==> src/logic/tqar_pkg.sv <==
// constants and types shared by the transmit queue address register bank
package tqar_pkg;
    // ------------------------------------------------------------
    // widths
    // ------------------------------------------------------------
    localparam int ADDR_W     = 4;
    localparam int DATA_W     = 16;
    localparam int OFF_W      = 13;
    localparam int QBASE_W    = 10;
    localparam int CREF_W     = 10;
    localparam int MEM_ADDR_W = 24;
    localparam int IRQ_W      = 3;
    // ------------------------------------------------------------
    // register offsets (word index on the control port)
    // ------------------------------------------------------------
    localparam logic [ADDR_W-1:0] REG_DESC    = 4'h0;
    localparam logic [ADDR_W-1:0] REG_CRTBASE = 4'h1;
    localparam logic [ADDR_W-1:0] REG_QBASE   = 4'h2;
    localparam logic [ADDR_W-1:0] REG_PSTART  = 4'h3;
    localparam logic [ADDR_W-1:0] REG_PEND    = 4'h4;
    localparam logic [ADDR_W-1:0] REG_HWPTR   = 4'h5;
    localparam logic [ADDR_W-1:0] REG_DRPTR   = 4'h6;
    localparam logic [ADDR_W-1:0] REG_IRQSTAT = 4'h7;
    localparam logic [ADDR_W-1:0] REG_IRQMASK = 4'h8;
    // ------------------------------------------------------------
    // field positions, shifts and reset values
    // ------------------------------------------------------------
    localparam int BIT_AUTOINC    = 15;
    localparam int BIT_EMPTY      = 14;
    localparam int BIT_FULL       = 13;
    localparam int QBASE_SHIFT    = 14;
    localparam int OFF_SHIFT      = 1;
    localparam int CRT_BASE_SHIFT = 8;
    localparam int CRT_REF_SHIFT  = 4;
    localparam int IRQ_POST       = 0;
    localparam int IRQ_OVFL       = 1;
    localparam int IRQ_FETCH      = 2;
    localparam logic [DATA_W-1:0] RST_WORD = 16'h0000;
    localparam logic [OFF_W-1:0]  RST_OFF  = 13'h0000;
    localparam logic [IRQ_W-1:0]  RST_IRQ  = 3'h0;
    // ------------------------------------------------------------
    // fetch sequencer states
    // ------------------------------------------------------------
    typedef enum logic {FETCH_IDLE, FETCH_WAIT} tqar_fetch_t;
endpackage : tqar_pkg

==> src/logic/tqar_qcfg_if.sv <==
// interface carrying the queue base and the pending queue bounds
`timescale 1ns/10ps
interface tqar_qcfg_if;
    import tqar_pkg::*;
    logic [QBASE_W-1:0] queueBase;
    logic [OFF_W-1:0]   startOff;
    logic [OFF_W-1:0]   endOff;
    modport owner (output queueBase, output startOff, output endOff);
    modport user  (input queueBase, input startOff, input endOff);
endinterface : tqar_qcfg_if

==> src/logic/tqar_regs.sv <==
// transmit queue address register bank with pending queue pointers
`timescale 1ns/10ps
// Function
// queue address is base shifted 14 above offset shifted one, upper 23 bits.
// pending queue start address comes from the start offset register.
// pending queue end address comes from the end offset register.
// bit zero of every start, end and pointer address is forced low.
// host posts a descriptor address at the write pointer, then advances it.
// host write pointer is a 13-bit offset, combined like the start.
// a pointer write with bit 15 set requests auto-increment.
// auto-increment advances the pointer one entry, ignoring the low data bits. The code holds the pointer instead while the queue is full.
// reading host pointer flags empty when pointers match and queue holds nothing.
// reading host pointer flags full when pointers match and no entry is free.
// device fetches descriptor addresses at its own read pointer address.
// table entry address is base shifted eight plus reference shifted four.
// pointers wrap from the end offset back to the start offset.
module tqar_regs
(
    input  wire logic                            sys_clk,
    input  wire logic                            rst,
    input  wire logic [tqar_pkg::ADDR_W-1:0]     regAddr,
    input  wire logic [tqar_pkg::DATA_W-1:0]     regWrData,
    input  wire logic                            regWrStb,
    input  wire logic                            regRdStb,
    output logic [tqar_pkg::DATA_W-1:0]          regRdData,
    input  wire logic [tqar_pkg::CREF_W-1:0]     circuitRef,
    input  wire logic                            fetchDone,
    output logic                                 fetchReq,
    output logic [tqar_pkg::MEM_ADDR_W-1:0]      fetchAddr,
    output logic [tqar_pkg::MEM_ADDR_W-1:0]      hostWrAddr,
    output logic [tqar_pkg::MEM_ADDR_W-1:0]      startAddr,
    output logic [tqar_pkg::MEM_ADDR_W-1:0]      endAddr,
    output logic [tqar_pkg::MEM_ADDR_W-1:0]      crtAddr,
    output logic [tqar_pkg::DATA_W-1:0]          descAddr,
    output logic                                 irq
);
    import tqar_pkg::*;

    // ------------------------------------------------------------
    // declarations
    // ------------------------------------------------------------
    logic [DATA_W-1:0]     desc_q;
    logic [DATA_W-1:0]     crtBase_q;
    logic [QBASE_W-1:0]    queueBase_q;
    logic [OFF_W-1:0]      startOff_q;
    logic [OFF_W-1:0]      endOff_q;
    logic [OFF_W-1:0]      hostPtr_q;
    logic [OFF_W-1:0]      readPtr_q;
    logic                  lastWrite_q;
    logic [IRQ_W-1:0]      irqStat_q;
    logic [IRQ_W-1:0]      irqMask_q;
    logic [IRQ_W-1:0]      irqEvt;
    logic [DATA_W-1:0]     rdData_q;
    logic                  fetchReq_q;
    logic [MEM_ADDR_W-1:0] fetchAddr_q;
    logic [MEM_ADDR_W-1:0] crtAddr_q;
    logic [MEM_ADDR_W-1:0] pendAddr_q [4];
    logic [MEM_ADDR_W-1:0] pendAddr_d [4];
    logic [OFF_W-1:0]      pendOff [4];
    logic                  irq_q;
    tqar_fetch_t           fetch_q;
    logic [OFF_W-1:0]      hostPtrNext;
    logic [OFF_W-1:0]      readPtrNext;
    logic                  ptrEqual;
    logic                  qEmpty;
    logic                  qFull;
    logic                  wrHostPtr;
    logic                  autoInc;
    logic                  hostAdvance;
    logic                  devAdvance;
    logic                  wrStart;

    // decode helper shared by the write decode and the read-strobe assertions
    function automatic logic hit(input logic stb, input logic [ADDR_W-1:0] a,
                                 input logic [ADDR_W-1:0] r);
        hit = stb && (a == r);
    endfunction : hit

    // ------------------------------------------------------------
    // queue configuration carrier
    // ------------------------------------------------------------
    tqar_qcfg_if qcfg ();
    assign qcfg.queueBase = queueBase_q;
    assign qcfg.startOff  = startOff_q;
    assign qcfg.endOff    = endOff_q;

    // ------------------------------------------------------------
    // pointer stepping
    // ------------------------------------------------------------
    tqar_ptr_step u_hostStep
    (
        .cfg     (qcfg),
        .ptr     (hostPtr_q),
        .nextPtr (hostPtrNext)
    );
    tqar_ptr_step u_readStep
    (
        .cfg     (qcfg),
        .ptr     (readPtr_q),
        .nextPtr (readPtrNext)
    );

    // ------------------------------------------------------------
    // queue state and write decode
    // ------------------------------------------------------------
    // equal pointers are ambiguous, so the last mover decides
    assign ptrEqual    = (hostPtr_q == readPtr_q);
    assign qEmpty      = ptrEqual && !lastWrite_q;
    assign qFull       = ptrEqual && lastWrite_q;
    assign wrHostPtr   = hit(regWrStb, regAddr, REG_HWPTR);
    assign autoInc     = wrHostPtr && regWrData[BIT_AUTOINC];
    // a post into a full queue would silently lose every entry
    assign hostAdvance = autoInc && !qFull;
    assign devAdvance  = (fetch_q == FETCH_WAIT) && fetchDone;
    assign wrStart     = hit(regWrStb, regAddr, REG_PSTART);

    // ------------------------------------------------------------
    // plain configuration registers
    // ------------------------------------------------------------
    always_ff @(posedge sys_clk)
    begin
        if (rst)
        begin
            desc_q      <= RST_WORD;
            crtBase_q   <= RST_WORD;
            queueBase_q <= QBASE_W'(RST_WORD);
            startOff_q  <= RST_OFF;
            endOff_q    <= RST_OFF;
            irqMask_q   <= RST_IRQ;
        end
        else
        begin
            if (hit(regWrStb, regAddr, REG_DESC))
                desc_q <= regWrData;
            if (hit(regWrStb, regAddr, REG_CRTBASE))
                crtBase_q <= regWrData;
            if (hit(regWrStb, regAddr, REG_QBASE))
                queueBase_q <= regWrData[QBASE_W-1:0];
            if (wrStart)
                startOff_q <= regWrData[OFF_W-1:0];
            if (hit(regWrStb, regAddr, REG_PEND))
                endOff_q <= regWrData[OFF_W-1:0];
            if (hit(regWrStb, regAddr, REG_IRQMASK))
                irqMask_q <= regWrData[IRQ_W-1:0];
        end
    end

    // ------------------------------------------------------------
    // host write pointer
    // ------------------------------------------------------------
    // a new start offset restarts the queue at its first entry
    always_ff @(posedge sys_clk)
    begin
        if (rst)
            hostPtr_q <= RST_OFF;
        else if (wrStart)
            hostPtr_q <= regWrData[OFF_W-1:0];
        else if (hostAdvance)
            hostPtr_q <= hostPtrNext;
        else if (wrHostPtr && !regWrData[BIT_AUTOINC])
            hostPtr_q <= regWrData[OFF_W-1:0];
    end

    // ------------------------------------------------------------
    // device read pointer
    // ------------------------------------------------------------
    always_ff @(posedge sys_clk)
    begin
        if (rst)
            readPtr_q <= RST_OFF;
        else if (wrStart)
            readPtr_q <= regWrData[OFF_W-1:0];
        else if (devAdvance)
            readPtr_q <= readPtrNext;
    end

    // ------------------------------------------------------------
    // last mover flag
    // ------------------------------------------------------------
    // moves by both sides in one cycle leave the fill unchanged
    always_ff @(posedge sys_clk)
    begin
        if (rst || wrStart)
            lastWrite_q <= 1'b0;
        else if (hostAdvance && !devAdvance)
            lastWrite_q <= 1'b1;
        else if (devAdvance && !hostAdvance)
            lastWrite_q <= 1'b0;
        else if (wrHostPtr && !regWrData[BIT_AUTOINC])
            lastWrite_q <= 1'b0;
    end

    // ------------------------------------------------------------
    // fetch sequencer
    // ------------------------------------------------------------
    // the address is held for the whole fetch so the dma side
    // never sees it move under a pending request
    always_ff @(posedge sys_clk)
    begin
        if (rst)
        begin
            fetch_q     <= FETCH_IDLE;
            fetchReq_q  <= 1'b0;
            fetchAddr_q <= '0;
        end
        else
        begin
            unique case (fetch_q)
                FETCH_IDLE:
                begin
                    if (!qEmpty && !wrStart)
                    begin
                        fetch_q     <= FETCH_WAIT;
                        fetchReq_q  <= 1'b1;
                        fetchAddr_q <= pendAddr_d[3];
                    end
                end
                FETCH_WAIT:
                begin
                    if (fetchDone)
                    begin
                        fetch_q    <= FETCH_IDLE;
                        fetchReq_q <= 1'b0;
                    end
                end
            endcase
        end
    end

    // ------------------------------------------------------------
    // queue address formation
    // ------------------------------------------------------------
    assign pendOff[0] = startOff_q;
    assign pendOff[1] = endOff_q;
    assign pendOff[2] = hostPtr_q;
    assign pendOff[3] = readPtr_q;

    // start, end, host pointer and read pointer addresses
    for (genvar i = 0; i < 4; i++)
    begin : g_addr
        tqar_addr_form u_form
        (
            .cfg  (qcfg),
            .off  (pendOff[i]),
            .addr (pendAddr_d[i])
        );
        always_ff @(posedge sys_clk)
        begin
            if (rst)
                pendAddr_q[i] <= '0;
            else
                pendAddr_q[i] <= pendAddr_d[i];
        end
    end

    // ------------------------------------------------------------
    // circuit reference table entry address
    // ------------------------------------------------------------
    always_ff @(posedge sys_clk)
    begin
        if (rst)
            crtAddr_q <= '0;
        else
            crtAddr_q <= (MEM_ADDR_W'(crtBase_q) << CRT_BASE_SHIFT)
                       + (MEM_ADDR_W'(circuitRef) << CRT_REF_SHIFT);
    end

    // ------------------------------------------------------------
    // interrupt status and output
    // ------------------------------------------------------------
    assign irqEvt[IRQ_POST]  = hostAdvance;
    assign irqEvt[IRQ_OVFL]  = autoInc && qFull;
    assign irqEvt[IRQ_FETCH] = devAdvance;

    // write one to clear; a new event in the same cycle wins
    always_ff @(posedge sys_clk)
    begin
        if (rst)
            irqStat_q <= RST_IRQ;
        else if (hit(regWrStb, regAddr, REG_IRQSTAT))
            irqStat_q <= (irqStat_q & ~regWrData[IRQ_W-1:0]) | irqEvt;
        else
            irqStat_q <= irqStat_q | irqEvt;
    end

    always_ff @(posedge sys_clk)
    begin
        if (rst)
            irq_q <= 1'b0;
        else
            irq_q <= |((irqStat_q | irqEvt) & irqMask_q);
    end

    // ------------------------------------------------------------
    // read data path
    // ------------------------------------------------------------
    // data stand for one cycle only; unmapped offsets read zero
    always_ff @(posedge sys_clk)
    begin
        if (rst || !regRdStb)
            rdData_q <= RST_WORD;
        else
        begin
            unique case (regAddr)
                REG_DESC:    rdData_q <= desc_q;
                REG_CRTBASE: rdData_q <= crtBase_q;
                REG_QBASE:   rdData_q <= DATA_W'(queueBase_q);
                REG_PSTART:  rdData_q <= DATA_W'(startOff_q);
                REG_PEND:    rdData_q <= DATA_W'(endOff_q);
                REG_HWPTR:   rdData_q <= {1'b0, qEmpty, qFull, hostPtr_q};
                REG_DRPTR:   rdData_q <= DATA_W'(readPtr_q);
                REG_IRQSTAT: rdData_q <= DATA_W'(irqStat_q);
                REG_IRQMASK: rdData_q <= DATA_W'(irqMask_q);
                default:     rdData_q <= RST_WORD;
            endcase
        end
    end

    // ------------------------------------------------------------
    // outputs
    // ------------------------------------------------------------
    assign regRdData  = rdData_q;
    assign fetchReq   = fetchReq_q;
    assign fetchAddr  = fetchAddr_q;
    assign startAddr  = pendAddr_q[0];
    assign endAddr    = pendAddr_q[1];
    assign hostWrAddr = pendAddr_q[2];
    assign crtAddr    = crtAddr_q;
    assign descAddr   = desc_q;
    assign irq        = irq_q;
endmodule : tqar_regs

==> src/logic/tqar_addr_form.sv <==
// forms a 24-bit halfword aligned queue address from base and offset
`timescale 1ns/10ps
module tqar_addr_form
(
    tqar_qcfg_if.user                       cfg,
    input  wire logic [tqar_pkg::OFF_W-1:0] off,
    output logic [tqar_pkg::MEM_ADDR_W-1:0] addr
);
    import tqar_pkg::*;
    // ------------------------------------------------------------
    // base above offset, bit zero always low
    // ------------------------------------------------------------
    logic [MEM_ADDR_W-1:0] basePart;
    logic [MEM_ADDR_W-1:0] offPart;
    assign basePart = MEM_ADDR_W'(cfg.queueBase) << QBASE_SHIFT;
    assign offPart  = MEM_ADDR_W'(off) << OFF_SHIFT;
    // the or keeps bit 0 clear since the offset is shifted by one
    assign addr = (basePart | offPart) & ~24'h000001;
endmodule : tqar_addr_form

==> src/logic/tqar_ptr_step.sv <==
// advances a queue pointer one entry, wrapping at the end offset
`timescale 1ns/10ps
module tqar_ptr_step
(
    tqar_qcfg_if.user                       cfg,
    input  wire logic [tqar_pkg::OFF_W-1:0] ptr,
    output logic [tqar_pkg::OFF_W-1:0]      nextPtr
);
    import tqar_pkg::*;
    // ------------------------------------------------------------
    // circular step
    // ------------------------------------------------------------
    // compare for equality only: a pointer set beyond the end by
    // software runs on up to the 13-bit limit before wrapping
    assign nextPtr = (ptr == cfg.endOff) ? cfg.startOff
                                         : OFF_W'(ptr + 13'h0001);
endmodule : tqar_ptr_step

==> config.mk <==
export PLATFORM = sky130hd
export DESIGN_NAME = tqar_regs
export DESIGN_NICKNAME = d
export VERILOG_FILES = /design/src/logic/tqar_pkg.sv /design/src/logic/tqar_qcfg_if.sv /design/src/logic/tqar_regs.sv /design/src/logic/tqar_addr_form.sv /design/src/logic/tqar_ptr_step.sv
export SDC_FILE = /design/constraint.sdc
export NUM_CORES = 1
export LEC_CHECK = 0
export ABC_AREA = 0
export BUFFER_PORTS_ARGS = -buffer_cell sky130_fd_sc_hd__buf_4
export CORE_UTILIZATION = 55
export CTS_CLUSTER_DIAMETER = 200
export CTS_CLUSTER_SIZE = 25
export DETAILED_ROUTE_END_ITERATION = 10
export PLACE_DENSITY = 0.8
export SLEW_MARGIN = 25
export SYNTH_ARGS = -nofsm -noshare
export SYNTH_HDL_FRONTEND = slang
export SYNTH_SLANG_ARGS = --single-unit
==> constraint.sdc <==
create_clock -name sys_clk -period 4.89 [get_ports sys_clk]
set_clock_uncertainty 0.1 [all_clocks]
set_input_delay 0.978 -clock sys_clk [delete_from_list [all_inputs] [get_ports sys_clk]]
set_output_delay 0.978 -clock sys_clk [all_outputs]
set_load 0.02 [all_outputs]
==> results of run 1 <==
## sequential cells by signal, summed over array words and instances, names as in the netlist, 3 cells and up
signal	flops
irqMask_q	3
crtAddr	20
qcfg.queueBase	10
fetchAddr	23
regRdData	16
descAddr	16
endOff_q	13
readPtr_q	13
irqStat_q	3
hostPtr_q	13
pendAddr_q	49
crtBase_q	16
qcfg.startOff	13
## metal layers
layer	vias up	wire, um	track usage
met2	479	12600	0.491
li1	3815	-	-
met1	3827	10900	0.409
met3	89	2820	0.0521
met4	0	1430	0.155
met5	-	0	0
## layout by cell type, fill, tap and decap left out, types with 3 or more instances in the layout
cell type  netlist  routed
or3_1            6       6
mux2_2           9       9
mux2_1           4       4
nand2b_1         4       4
and2_1           3       3
xnor2_1         30      30
inv_1            6       6
a211oi_1        16      16
nand4_1         10      10
dfxtp_1        212     212
nor4_1           5       5
nor3_2           1       3
a22oi_1         22      22
ha_1             8       8
conb_1           1       8
nand3_1         40      40
nor3_1          17      15
buf_4           30     191
and3_1           8       8
a22o_1           3       3
nor2_1          85      85
a21o_1           3       3
a31oi_1         12      12
clkbuf_16        0      13
a21oi_1         91      91
nor2b_1         58      58
a32o_1           3       3
nand2_1        151     151
xor2_1          34      34
mux2i_1         54      54
a222oi_1        12      12
o21ai_0         10      10
## synth_stat cells, types with 2 or more instances
cell      number  area, sq um
a31o_2         2         17.5
nand2_1      151          567
a21oi_1       91          455
nor3_1        17         85.1
mux2_2         9          101
nand2b_1       4         25.0
clkbuf_1      52          195
a22o_1         3         26.3
nand4_1       10         62.6
or3_1          6         37.5
nor2_1        85          319
a22oi_1       22          165
o21bai_1       2         15.0
and2_1         3         18.8
ha_1           8          100
and3_1         8         50.1
o22ai_1        2         12.5
a32o_1         3         30.0
o21ai_0       10         50.1
a21o_1         3         22.5
nor2b_1       58          363
a222oi_1      12          120
buf_4         30          225
nor4_1         5         31.3
buf_6          2         22.5
xnor2_1       30          263
mux2_1         4         45.0
xor2_1        34          298
mux2i_1       54          541
buf_2         28          140
inv_1          6         22.5
buf_1          2         7.51
o32ai_1        2         17.5
a41oi_1        2         17.5
dfxtp_1      212         4240
a211oi_1      16          120
nand3_1       40          200
a31oi_1       12         75.1
## final cells by class
cell class / instances / area [sq um] / share of cell area
clock buffer: 13 / 325 / 0.0299
clock inverter: 1 / 16.3 / 0.00150
inverter: 6 / 22.5 / 0.00207
multi-input combinational: 741 / 4530 / 0.417
sequential: 212 / 4240 / 0.390
tap: 220 / 275 / 0.0253
timing repair buffer: 192 / 1460 / 0.134
## critical path: stages (launching register included)
cell and delay, ns:
dfxtp_1 0.68, xor2_1 0.14, nor4_1 0.30, nand4_1 0.83
mux2i_1 0.49, a211oi_1 0.12
## power by group through the flow
stage | Combinational, uW | Sequential [uW] | Clock, uW
floorplan | 502 | 1860 | 0
global placement | 629 | 1890 | 0
detailed placement | 634 | 1890 | 0
CTS | 637 | 1850 | 1050
global route | 721 | 1850 | 1100
finish | 674 | 1850 | 1040
## stage by stage
step | instance area, sq um | hold slack, ns | utilization | worst slack (ns)
after global placement | 10500 | 0.347 | 0.633 | 1.47
final | 10900 | 0.380 | 0.656 | 2.06
after global routing | 10900 | 0.408 | 0.656 | 1.94
after detailed placement | 10500 | 0.370 | 0.634 | 1.69
after CTS | 10800 | 0.386 | 0.654 | 1.94
after floorplan | 9390 | 0.353 | - | 2.17
## worst paths after layout
kind                      from      endpoint  slack, ns
hold reg to reg       fetchReq      fetchReq       0.38
hold / removal        fetchReq      fetchReq       0.38
setup reg to reg  hostPtr_q[6]  hostPtr_q[0]       2.06
setup / recovery  hostPtr_q[6]  hostPtr_q[0]       2.06
## cells by family (layout without fill, tap and decap cells)
kind of cell,count (synthesis),count (layout),synth area share
flip-flops,212,212,0.453
AND/OR/NAND/NOR,399,399,0.199
AO/OA/AOI/OAI,194,194,0.134
other,1,8,0.000400
XOR/XNOR,64,64,0.0598
adder cells (fa/ha/maj),9,9,0.0128
multiplexers,67,67,0.0733
buffers and inverters,122,212,0.0676
==> impl_results.md, run 1 <==
- Critical path data required time: 5.11 ns
- RSZ-0062 raised after global routing: false
- Worst-Skew Late Latency: 0.48 ns
- Clock-pin transition on the worst setup and hold timing paths: 0.10 ns
- Synth warn: 0
- N_diodes: 0
- Worst Path Class, Setup: reg -> reg
- Number of fill cells: 1384
- Total internal power: 2540 uW
- Vias in the first global route: 7424
- Max Slew Vio Count: 0
- Postcts setup bufs: 0
- Clock Tree Buf Depth: 3
- Final hold viol count: 0
- Drt total wl: 27800 um
- Critical Path AT: 3.05 ns
- Worst-margin pin slew: 1.03 ns
- Hold Path Depth: 2
- All-Layer GR Usage: 0.310
- CTS Sinks: 212
- P_sw: 1020 uW
- R2r worst-path depth: 5
- Design Power: 3560 uW
- Post-Syn Instances: 1068
- Vias per cell: 5.93
- Clock Power Share: 0.291
- Post-synth ARST share: 0
- Primary FF master, synth: dfxtp_1
- Initial antenna violation count: 0
- GRT overflow: 0
- Yosys cell types: 66
- Seq/Total Area, Yosys: 0.453
- Status: complete, no violations
- CTS tree: built
- Inst Count DP: 1370
- Setup Viol. Count Final: 0
- Row cnt: 47
- Seq cells post-synth: 212
- Leakage: 0.00445 uW
- Number of flops mapped to enable cells by yosys: 0
- Relative slew slack: 0.312
- CTS root buf: clkbuf_16
- DR WL/cell: 20.1 um
- CP startpoint kind: register
- Avg Inst Size Synth: 8.77 sq um
- DR vias: 8210
- Gpl congestion: 0.923
- H-tree depth: 1
- Flop pwr share: 0.520
- First-pass GRT wire length: 42400 um
- Layout cells sized above 1: 0.196
- Crit-path max FO: 13
- Area growth, synth to finish: 16.1%
- Peak supply drop: 0.259 mV
- Comb power frac: 0.189
- HPWL after DPL: 19700 um
- Final period util: 0.578
- Power Density: 327 nW/um^2
- Crit path time final: 2.83 ns
- Sw Ratio: 0.286
- Post-route ant nets: 0
- CTS resizes: 0
- Drt drc: 0
- Initial drt markers: 945
- Max-Cap Viols: 0
- Chip width: 133 um
- Synth Cell Area: 9370 sq um
- Area of the core: 16600 sq um
- Pin count of the biggest net entering global routing: 86
- TritonCTS buffer count: 12
- Die area: 17600 sq um
- HP Class: reg -> reg
- Boundary Pins: 189
- Hold_buf cts: 0
- Setup TNS: 0 ns
- Worst Setup End Kind: register
- Non-Filler Instances: 1385
- Initial Util: 0.565
- Final-stage net count: 1209
- PortBufs: 180
- Max Fclk: 354 MHz
- Die height: 133 um
- First drt pass iteration count: 8
No activity file was read; power rests on OpenSTA's default activity.
==> run 2, diff against run 1 <==
Settings changed: ABC_AREA 0 to 1.
Clock period 4.89 ns to 2.67 ns, I/O delays scaled along.
==> run 2 against run 1 <==
  * Worst hold slack got worse by 0.21 ns
  * Highest routed layer unchanged
  * Critical path type unchanged
  * Synthesized cell count rose by 21%
  * Setup slack got worse by 1.7 ns
  * Sequential share of layout area fell by 1.1 points
  * Fmax rose by 23%
==> impl_results.md, run 2 <==
- Max Slew Vio Count: 0 (unchanged)
- Drt total wl: 29500 um (was 27800 um)
- Number of fill cells: 1478 (was 1384)
- Peak supply drop: 0.524 mV (was 0.259 mV)
- Layout cells sized above 1: 0.179 (was 0.196)
- DR vias: 9271 (was 8210)
- Slack of the critical path: 0.366 ns (was 2.06 ns)
- Crit path time final: 2.30 ns (was 2.83 ns)
- Crit-path max FO: 23 (was 13)
- Gpl congestion: 1.01 (was 0.923)
- Initial Util: 0.567 (was 0.565)
- Power Density: 702 nW/um^2 (was 327 nW/um^2)
- Status: complete, no violations (unchanged)
- Row cnt: 47 (unchanged)
- First-pass GRT wire length: 45500 um (was 42400 um)
- Clock-pin transition on the worst setup and hold timing paths: 0.10 ns (about the same)
- CP startpoint kind: register (unchanged)
- CTS root buf: clkbuf_16 (unchanged)
- Top post-synthesis cells by area: dfxtp_1 45%, nand2_1 9.5%, nor2_1 6.2% (was dfxtp_1 45%, nand2_1 6.1%, mux2i_1 5.8%)
- Worst-Skew Late Latency: 0.48 ns (about the same)
- Seq/Total Area, Yosys: 0.448 (was 0.453)
- Seq cells post-synth: 212 (unchanged)
- Number of flops mapped to enable cells by yosys: 0 (unchanged)
- R2r setup slk: 0.37 ns (was 2.06 ns)
- Critical Path AT: 2.56 ns (was 3.05 ns)
- Critical path data required time: 2.93 ns (was 5.11 ns)
- CTS tree: built (unchanged)
- Final-stage net count: 1482 (was 1209)
- DR WL/cell: 17.8 um (was 20.1 um)
- Hold_buf cts: 0 (unchanged)
- Setup Viol. Count Final: 0 (unchanged)
- Max FFs per register: 49 (unchanged)
- Post-Syn Instances: 1296 (was 1068)
- Final period util: 0.863 (was 0.578)
- Max-Cap Viols: 0 (unchanged)
- Leakage: 0.00492 uW (was 0.00445 uW)
- N_diodes: 0 (unchanged)
- Final hold viol count: 0 (unchanged)
- Inst Count DP: 1644 (was 1370)
- Synth Cell Area: 9470 sq um (was 9370 sq um)
- Most numerous cell in the Yosys netlist: nand2_1 (was dfxtp_1)
- Die height: 133 um (about the same)
- HP Class: in -> reg (was reg -> reg)
- Vias per cell: 5.59 (was 5.93)
- Largest Register: pendAddr_q (unchanged)
- Non-Filler Instances: 1658 (was 1385)
- TritonCTS buffer count: 12 (unchanged)
- Boundary Pins: 189 (unchanged)
- Clock Tree Buf Depth: 3 (unchanged)
- RSZ-0062 raised after global routing: false (unchanged)
- Drt drc: 0 (unchanged)
- Top cells by count, synth: 240 x nand2_1, 212 x dfxtp_1, 156 x nor2_1 (was 212 x dfxtp_1, 151 x nand2_1, 91 x a21oi_1)
- Avg Inst Size Synth: 7.31 sq um (was 8.77 sq um)
- HPWL after DPL: 21800 um (was 19700 um)
- Max Fclk: 434 MHz (was 354 MHz)
- Worst-margin pin slew: 0.695 ns (was 1.03 ns)
- Post-synth ARST share: 0 (unchanged)
- Area after DPL: 10800 sq um (was 10500 sq um)
- Area occupied by multi-input gates: 4180 sq um (was 4530 sq um)
- Postcts setup bufs: 0 (unchanged)
- Die area: 17800 sq um (was 17600 sq um)
- Chip width: 133 um (about the same)
- GRT overflow: 0 (unchanged)
- Area of the core: 16700 sq um (was 16600 sq um)
- Vias in the first global route: 8457 (was 7424)
- Post-route cell area: 11200 sq um (was 10900 sq um)
- Worst Path Class, Setup: reg -> reg (unchanged)
- Yosys cell types: 43 (was 66)
- H-tree depth: 1 (unchanged)
- Synth area leader: dfxtp_1 (unchanged)
- Area growth, synth to finish: 18.0% (was 16.1%)
- First drt pass iteration count: 6 (was 8)
- PortBufs: 180 (unchanged)
- Setup TNS: 0 ns (unchanged)
- Sequential Area: 4240 sq um (unchanged)
- Initial drt markers: 1101 (was 945)
- CTS resizes: 0 (unchanged)
- Synth warn: 0 (unchanged)
- Setup WS pre-CTS: 0.238 ns (was 1.69 ns)
- Initial antenna violation count: 0 (unchanged)
- Most common cell after layout, fill and taps aside: nand2_1 (was dfxtp_1)
- CTS Sinks: 212 (unchanged)
- Relative slew slack: 0.535 (was 0.312)
- All-Layer GR Usage: 0.329 (was 0.310)
- Primary FF master, synth: dfxtp_1 (unchanged)
- Pin count of the biggest net entering global routing: 61 (was 86)
- Top-area cell type share of the netlist area: 0.448 (was 0.453)
- Post-route ant nets: 0 (unchanged)
- Most frequent cells in the layout: 240 x nand2_1, 212 x dfxtp_1, 207 x buf_4 (was 212 x dfxtp_1, 191 x buf_4, 151 x nand2_1)
- Worst Setup End Kind: register (unchanged)
run 2: cell count changes after synthesis, moves of 43 or more:
cell and change:
o21ai_0 +86, nand2_1 +89, mux2i_1 -54, o22ai_1 +43, nor2b_1 -58, inv_1 +134, nor2_1 +71
run 2: cell families after synthesis:
| group | share of synthesized area |
|---|---|
| and+or+nand+nor | 0.237 |
| AOI/OAI and AO/OA | 0.154 |
| buffers and inverters | 0.114 |
| DFF | 0.448 |
| xor gates and xnor gates | 0.0342 |
| adders and majority gates | 0.0127 |
| other | 0.000396 |
run 2: path summary, 6_finish.rpt:
path / from / to / cells after the start
max reg2reg: hostPtr_q[4] / fetchAddr[6] / 11
max: hostPtr_q[4] / fetchAddr[6] / 11
min reg2reg: descAddr[11] / regRdData[11] / 2
min: circuitRef[0] / crtAddr[4] / 3
run 2: cell type report:
type | instances | share of cell area
clock buffers | 13 | 0.0291
clock inverters | 1 | 0.00146
inverters | 150 | 0.0504
multi-input cells | 854 | 0.374
flip-flops and latches | 212 | 0.380
well taps | 220 | 0.0246
repair buffers | 208 | 0.141
run 2: power by group:
group | internal, uW | switching, uW | leakage, uW | total, uW
Clock | 885 | 1020 | 0.000167 | 1910
Sequential | 3370 | 164 | 0.00172 | 3540
Combinational | 806 | 1600 | 0.00303 | 2400
Total | 5070 | 2780 | 0.00492 | 7850
run 2: worst max-delay path, stage by stage, from the launching register on:
cell and delay (ns):
dfxtp_1 0.52, inv_2 0.13, nand2_1 0.08, nand2_1 0.05, nor2_1 0.15, nand2_1 0.11
nor2_4 0.15, nand3b_1 0.22, nand2_2 0.25, inv_2 0.20, nor2_1 0.15, nor2_1 0.06
run 2: through the flow:
| step | utilization | hold WS, ns | total power, uW |
|---|---|---|---|
| CTS | 0.669 | 0.164 | 7830 |
| finish | 0.669 | 0.166 | 7850 |
| global route | 0.669 | 0.178 | 8250 |
| global placement | 0.649 | 0.352 | 5890 |
| detailed placement | 0.649 | 0.355 | 5950 |
| floorplan | - | 0.334 | 5330 |
run 2: routing by layer:
layer  GRT usage  vias to the layer above  part of all wire
met5           0                        -                 0
li1            -                     4430                 -
met3      0.0620                       84              0.13
met2       0.495                      598              0.42
met4       0.157                        0             0.051
met1       0.454                     4159              0.40
